===== src/pkg/smab_consts.vh =====
// constants for the stacked memory shared address/data bus port
// assumes inclusion by hdl/smab_bus.v only
`ifndef SMAB_CONSTS_VH
`define SMAB_CONSTS_VH
// density codes
`define SMAB_DENS_16M 2'h0
`define SMAB_DENS_32M 2'h1
`define SMAB_DENS_64M 2'h2
`define SMAB_DENS_128M 2'h3
// top address bit per density
`define SMAB_TOP_16M 5'h13
`define SMAB_TOP_32M 5'h14
`define SMAB_TOP_64M 5'h15
`define SMAB_TOP_128M 5'h16
// widths
`define SMAB_ADDR_W 23
`define SMAB_DATA_W 16
`define SMAB_MUX_LOW_W 16
`endif


===== src/hdl/smab_bus.v =====
// memory-side shared address and data bus port of a stacked flash/ram package
// assumes all pins are asynchronous to clk_sys; core array sits behind core_* ports
`timescale 1ns/1ps
`default_nettype none
`include "smab_consts.vh"

// Behaviour
// - word address width set by density: top bit 22, 21, 20 or 19.
// - one address input set shared by all dies for reads and writes.
// - address counts 16-bit words; lowest bit steps one word.
// - non-mux: host drives write data, device drives read data.
// - data lines released whenever deselected or outputs disabled.
// - mux read: host gives lower address on data lines, then device drives data.
// - address/data sharing only in the mux variant; non-mux keeps address pins.
// - address latched on first and every second later clock edge with strobe low, or on strobe rising if not already held.
module smab_bus (
  // clock and reset
  input wire clk_sys,
  input wire resetn,
  // configuration
  input wire [1:0] density,
  input wire mux_mode,
  // bus pins
  input wire bus_clk,
  input wire address_valid_strobe_n,
  input wire chip_sel_n,
  input wire out_en_n,
  input wire write_en_n,
  input wire [`SMAB_ADDR_W-1:0] addr_in,
  input wire [`SMAB_DATA_W-1:0] dq_in,
  output reg [`SMAB_DATA_W-1:0] dq_out,
  output wire dq_oe,
  // core side
  output reg [`SMAB_ADDR_W-1:0] core_addr,
  output reg core_addr_valid,
  output reg core_wr,
  output reg [`SMAB_DATA_W-1:0] core_wdata,
  output wire core_rd,
  input wire [`SMAB_DATA_W-1:0] core_rdata
);

  // ------------------------------------------------------------
  // helpers
  // ------------------------------------------------------------
  function [`SMAB_ADDR_W-1:0] smab_mask;
    input [1:0] d;
    begin
      case (d)
        `SMAB_DENS_16M: smab_mask = 23'h0fffff;
        `SMAB_DENS_32M: smab_mask = 23'h1fffff;
        `SMAB_DENS_64M: smab_mask = 23'h3fffff;
        default: smab_mask = 23'h7fffff;
      endcase
    end
  endfunction

  // ------------------------------------------------------------
  // pin synchronisers
  // ------------------------------------------------------------
  localparam SYW = 5 + `SMAB_ADDR_W + `SMAB_DATA_W;
  reg [SYW-1:0] sy1_r;
  reg [SYW-1:0] sy2_r;
  always @(posedge clk_sys) begin
    if (!resetn) begin
      sy1_r <= {SYW{1'b0}};
      sy2_r <= {SYW{1'b0}};
    end else begin
      sy1_r <= {bus_clk, address_valid_strobe_n, chip_sel_n, out_en_n, write_en_n,
                addr_in, dq_in};
      sy2_r <= sy1_r;
    end
  end
  wire s_clk = sy2_r[SYW-1];
  wire s_adv_n = sy2_r[SYW-2];
  wire s_cs_n = sy2_r[SYW-3];
  wire s_oe_n = sy2_r[SYW-4];
  wire s_we_n = sy2_r[SYW-5];
  wire [`SMAB_ADDR_W-1:0] s_addr = sy2_r[`SMAB_DATA_W +: `SMAB_ADDR_W];
  wire [`SMAB_DATA_W-1:0] s_dq = sy2_r[`SMAB_DATA_W-1:0];

  // ------------------------------------------------------------
  // address latch
  // ------------------------------------------------------------
  reg clk_d_r;
  reg adv_d_r;
  reg held_r;
  wire clk_rise = s_clk & ~clk_d_r;
  wire adv_rise = s_adv_n & ~adv_d_r;
  wire strobe_low = ~s_adv_n & ~s_cs_n;
  // first clock edge with strobe low, then every second such edge; strobe release latches if held_r is clear
  wire latch = ~held_r & ~s_cs_n & ((strobe_low & clk_rise) | adv_rise);
  // mux variant takes low word from data lines, non-mux from address pins
  wire [`SMAB_ADDR_W-1:0] raw_addr = mux_mode ? {s_addr[`SMAB_ADDR_W-1:`SMAB_MUX_LOW_W], s_dq}
                                              : s_addr;
  always @(posedge clk_sys) begin
    if (!resetn) begin
      clk_d_r <= 1'b0;
      adv_d_r <= 1'b1;
      held_r <= 1'b0;
      core_addr <= {`SMAB_ADDR_W{1'b0}};
      core_addr_valid <= 1'b0;
    end else begin
      clk_d_r <= s_clk;
      adv_d_r <= s_adv_n;
      if (s_cs_n) begin
        held_r <= 1'b0;
        core_addr_valid <= 1'b0;
      end else if (latch) begin
        held_r <= 1'b1;
        core_addr_valid <= 1'b1;
        // word address, bits above density ignored; one set for all dies
        core_addr <= raw_addr & smab_mask(density);
      end else if (strobe_low & ~held_r) begin
        held_r <= 1'b0;
      end
      if (held_r & strobe_low & clk_rise) begin
        held_r <= 1'b0;
      end
    end
  end

  // ------------------------------------------------------------
  // data phase
  // ------------------------------------------------------------
  wire data_phase = core_addr_valid & s_adv_n;
  wire rd_phase = data_phase & s_we_n & ~s_oe_n;
  assign core_rd = rd_phase;
  // drive only when selected, outputs enabled, reading, address phase over
  assign dq_oe = rd_phase & ~chip_sel_n & ~out_en_n;
  always @(posedge clk_sys) begin
    if (!resetn) begin
      dq_out <= {`SMAB_DATA_W{1'b0}};
      core_wr <= 1'b0;
      core_wdata <= {`SMAB_DATA_W{1'b0}};
    end else begin
      dq_out <= core_rdata;
      // write data sampled on bus clock edge in data phase
      core_wr <= data_phase & ~s_we_n & clk_rise;
      if (data_phase & ~s_we_n & clk_rise) begin
        core_wdata <= s_dq;
      end
    end
  end

endmodule // smab_bus
`default_nettype wire


===== config.mk =====
export PLATFORM = sky130hd
export DESIGN_NAME = smab_bus
export DESIGN_NICKNAME = d
export VERILOG_FILES = /design/src/hdl/smab_bus.v
export VERILOG_INCLUDE_DIRS = /design/src /design/src/pkg
export SDC_FILE = /design/constraint.sdc
export NUM_CORES = 1
export LEC_CHECK = 0
export ABC_CLOCK_PERIOD_IN_PS = 1330
export BUFFER_PORTS_ARGS = -buffer_cell sky130_fd_sc_hd__buf_4
export CAP_MARGIN = 10
export CORE_MARGIN = 5
export CORE_UTILIZATION = 51
export CTS_CLUSTER_SIZE = 10
export DETAILED_ROUTE_END_ITERATION = 10
export PLACE_DENSITY = 0.85
export SETUP_SLACK_MARGIN = 0.1
export SLEW_MARGIN = 0
export SYNTH_ARGS = -nofsm -noshare
export SYNTH_HDL_FRONTEND = slang
export SYNTH_SLANG_ARGS = --single-unit

===== constraint.sdc =====
create_clock -name clk_sys -period 1.33 [get_ports clk_sys]
set_input_delay 0.1995 -clock clk_sys [delete_from_list [all_inputs] [get_ports clk_sys]]
set_output_delay 0.1995 -clock clk_sys [all_outputs]
set_load 0.02 [all_outputs]

# Word level (Yosys, flattened, before mapping)
# Index checks and enable logic that the tools add are counted.
dict set report word_totals {
  reg_bits 148
  out_inout_bits 59
  wordCells 52
  input_bits 65
}
dict set report classes {
  bitwise 28
  n_reduce_logical 5
  n_mux 7
  eq_ne 2
}
# operator count
set ops {}
lappend ops {{23-bit two-way mux} 3}
lappend ops {{23-bit one-hot mux with 3 select lines} 1}
lappend ops {{23-bit bitwise AND} 1}
lappend ops {{1-bit bitwise AND} 16}
lappend ops {{16-bit two-way mux} 1}
lappend ops {{1-bit NOT} 10}
lappend ops {{3-bit OR reduction} 1}
lappend ops {{2-bit by 1-bit equality test with 1-bit output, second input constant} 1}
lappend ops {{2-bit equality test, second input constant} 1}
lappend ops {{2-bit logical NOT} 1}
lappend ops {{1-bit two-way mux} 2}
lappend ops {{2-bit AND reduction} 1}
lappend ops {{2-bit nonzero test} 1}
lappend ops {{2-bit OR reduction} 1}
lappend ops {{1-bit bitwise OR} 1}

# Depth between registers and ports, before layout
dict set report logic_depth {
  depth_word 9
  mapped_depth 5
  mapped_depth_nobuf 3
}

# Worst setup path before layout
# No wires, ideal clock.
dict set report synth_path {
  path_kind {register to output}
  startpoint {reg sy2_r[39]}
  endpoint {out dq_oe}
  stages_incl_launch_ff 5
  t_required_ns 1.131
  arrival_time_ns 1.674
  slack_ns -0.544
  path_cell_list {dfxtp_1 > clkbuf_2 > inv_2 > nor3_1 > nor3b_1}
}
dict set report synth_via {
  elab_chain_cells 4
}
# item line
set synth_rtl {}
lappend synth_rtl {{start: declaration} smab_bus.v:62} ;# reg [SYW-1:0] sy2_r;
lappend synth_rtl {{start signal: assignment} smab_bus.v:66} ;# sy2_r <= {SYW{1'b0}};
lappend synth_rtl {{start signal: assignment} smab_bus.v:70} ;# sy2_r <= sy1_r;
lappend synth_rtl {{1-bit bitwise AND (2 in series)} smab_bus.v:126} ;# wire rd_phase = data_phase & s_we_n & ~s_oe_n;
lappend synth_rtl {{via core_rd} smab_bus.v:38} ;# output wire core_rd,
lappend synth_rtl {{1-bit bitwise AND (2 in series)} smab_bus.v:129} ;# assign dq_oe = rd_phase & ~chip_sel_n & ~out_en_n;
lappend synth_rtl {{end: declaration} smab_bus.v:32} ;# output wire dq_oe,
# The timed path passes the listed nets, and every way through them passes these cells.

# Final worst setup path
dict set report layout_path {
  startpoint {reg core_addr_valid}
  endpoint {out dq_oe}
}
dict set report layout_via {
  elab_chain_cells 5
}
# item line
set layout_rtl {}
lappend layout_rtl {{start: declaration} smab_bus.v:35} ;# output reg core_addr_valid,
lappend layout_rtl {{start signal: assignment} smab_bus.v:101} ;# core_addr_valid <= 1'b0;
lappend layout_rtl {{start signal: assignment} smab_bus.v:107} ;# core_addr_valid <= 1'b0;
lappend layout_rtl {{start signal: assignment} smab_bus.v:110} ;# core_addr_valid <= 1'b1;
lappend layout_rtl {{1-bit bitwise AND} smab_bus.v:125} ;# wire data_phase = core_addr_valid & s_adv_n;
lappend layout_rtl {{1-bit bitwise AND (2 in series)} smab_bus.v:126}
lappend layout_rtl {{1-bit bitwise AND (2 in series)} smab_bus.v:129}
# Every way passes these cells.

==> flow_summary.json <==
{
  "setup_viol": 28,
  "yosysTopAreaCell": "dfxtp_1",
  "drive_gt1_share_pct": 37.5,
  "rows": 35,
  "async_flop_share_pct": 0,
  "synth-seq-area-share_pct": 62.6,
  "grt.total_usage_pct": 22.3,
  "synth_compound_area_share_pct": 4.55,
  "initial_core_util_pct": 51.7,
  "root_buffer": "clkbuf_8",
  "hp-start": "resetn",
  "cts_max_level": 4,
  "min_period_ps": 1720,
  "gp_congestion": 0.754,
  "yosysTopAreaCellShare_pct": 62.6,
  "path_clk_slew_ps": 60,
  "die_h_um": 106,
  "clock-sinks": 148,
  "skew_ps": 6.72,
  "hp-class": "primary input to flip-flop",
  "fin_util_pct": 79.4,
  "netlist_top_cells_area": "dfxtp_1 63%, and2_1 14%, mux2i_1 4.7%",
  "violations": "negative setup slack",
  "endpoint_kind": "primary output",
  "cts_buffers": 17,
  "synth_common_cells": "148 x dfxtp_1, 105 x and2_1, 43 x nand2_1",
  "p_leak_nw": 3.22,
  "fin_crit_sh_pct": 129,
  "critPathRequiredTime_ps": 1130,
  "synth-simple-area-share_pct": 21.2,
  "synth_top_family_by_area": "simple AND/OR/NAND/NOR gates",
  "wl_per_cell_um": 17.7,
  "maxCapViolations": 0,
  "p_per_area_nw_per_um2": 1390,
  "syn-num-nets": 499,
  "grt_max_degree": 51,
  "port_buffers": 123,
  "crit_start": "core_addr_valid",
  "grt_pass1_wl_um": 19600,
  "antenna_found_initial": 1,
  "cts_buffer_depth": 2,
  "rsz0062_at_grt": "yes",
  "status": "finished, violations left",
  "core-area_um2": 9150,
  "design.portCount": 124,
  "drt_drc_violations_left": 0,
  "detailedRoute.firstPassIterationCount": 4,
  "crit_type": "flip-flop to primary output",
  "worst_pin_slew_ps": 298,
  "postRouteAntennaNets": 0,
  "hold_violations": 0,
  "wl_um": 13400,
  "vias": 3773,
  "synthMuxAreaShare_pct": 8.46,
  "grt-ovfl-total": 0,
  "die-area_um2": 11300,
  "hpwl_um": 6630,
  "avgSynthCellArea_um2": 10.9,
  "crit_fanout": 3,
  "final_max_slew_viol_count": 0,
  "synth-seq-cells": 148,
  "area_growth_pct": 53.5,
  "synth_fa_ha_area_share_pct": 0,
  "drt-initial-drc-count": 159,
  "nets": 695,
  "worst_setup_path_start_kind": "flip-flop",
  "fp.dieW_um": 106,
  "synth-xor-area-share_pct": 0,
  "synthFlopType": "dfxtp_1",
  "cts_tree": "yes",
  "synthCells": 434,
  "r2r_start": "sy2_r[42]",
  "timing.fmax_mhz": 582,
  "ir_worst_vdd_mv": 1.03,
  "first_global_vias": 4015,
  "viasPerCell": 5.00,
  "synth_warnings": 0,
  "synth_area_um2": 4730,
  "synthDistinctLibCells": 30,
  "relSlewSlack_pct": 80.1,
  "synth-edff-count": 0,
  "tns_ps": -3680,
  "insertion_delay_ps": 510,
  "arrival_ps": 1520,
  "setup_slack_ps": -389,
  "post-synth-top-count-cell": "dfxtp_1"
}
## area by class of cell
type	count	area (um^2)
repair buffers	205	1820
clock buffers	19	432
multi-input cells	255	1710
inverters	3	11.3
flip-flops and latches	148	3010
clock inverters	13	146
diodes	1	2.50
well taps	111	139
fillers	488	1890
## cell families after synthesis
group                  Yosys count
muxes                           38
buffers and inverters           31
and+or+nand+nor                178
DFF                            148
AOI/OAI and AO/OA               39
## power by group
group          internal (W)  switching [W]
registers           0.00460      0.0000673
logic              0.000466       0.000331
clock network       0.00275        0.00188
## flip-flops by register name (all words and copies together), names as in the netlist
name and cells:
sy1_r 44, sy2_r 44, core_addr 23, core_wdata 16, dq_out 16, adv_d_r 1, clk_d_r 1, core_addr_valid 1
core_wr 1, held_r 1
## through the flow
stage                     worst slack [ps]  hold WS (ps)  instances  total power (W)  cell area (um^2)
after floorplan                       49.4           327        434          0.00505              4770
after global placement                 129           407        652          0.00532              5840
after detailed placement              86.5           410        652          0.00534              5840
after CTS                             -329          1.89        748           0.0100              7100
after global routing                  -453          36.0        755           0.0104              7260
final                                 -389          39.9        755           0.0101              7260
## layout by cell type (no fill, tap or decap), drive strengths merged, types with 2 or more instances in the layout
master and n:
dfxtp 148, nand2 43, mux2i 22, mux2 16
inv 7, a21oi 17, clkinv 5, o211ai 2
o21ai 18, clkbuf 20, nand3 17, clkinvlp 2
nand2b 2, dlygate4sd3 61, buf 143, bufinv 2
nor3b 2, nor3 3, and2 105
## worst paths after layout
kind	end	slack (ps)	cells after the start
max	dq_oe	-390	4
min	adv_d_r	40	2
max reg2reg	core_addr[21]	-210	5
min reg2reg	sy2_r[32]	430	1
## per-layer routing
metal / up-vias / track usage, % / wire, um / share of wire [%]
met1: 1774 / 22.5 / 4690 / 35
met4: 0 / 12.6 / 699 / 5.2
met3: 55 / 6.68 / 776 / 5.8
met2: 146 / 40.4 / 7220 / 54
li1: 1798 / - / - / -
met5: - / 0 / 0 / 0
## worst max-delay path, cell delays in order (launching register included)
cell and delay, ps:
dfxtp_4 370, nand2_4 50, nor3_4 210, nor3b_4 230, buf_6 150
## repair_timing
action / 4_1_cts / 5_1_grt
buffers inserted: 3 / 5
gates cloned: 0 / 3
hold buffers: 61 / 0
hold endpoints to repair: 61 / 0
setup endpoints to repair: 26 / 59
pin swaps: 3 / 5
resized for setup: 21 / 56
No activity file was read; power rests on OpenSTA's default activity.
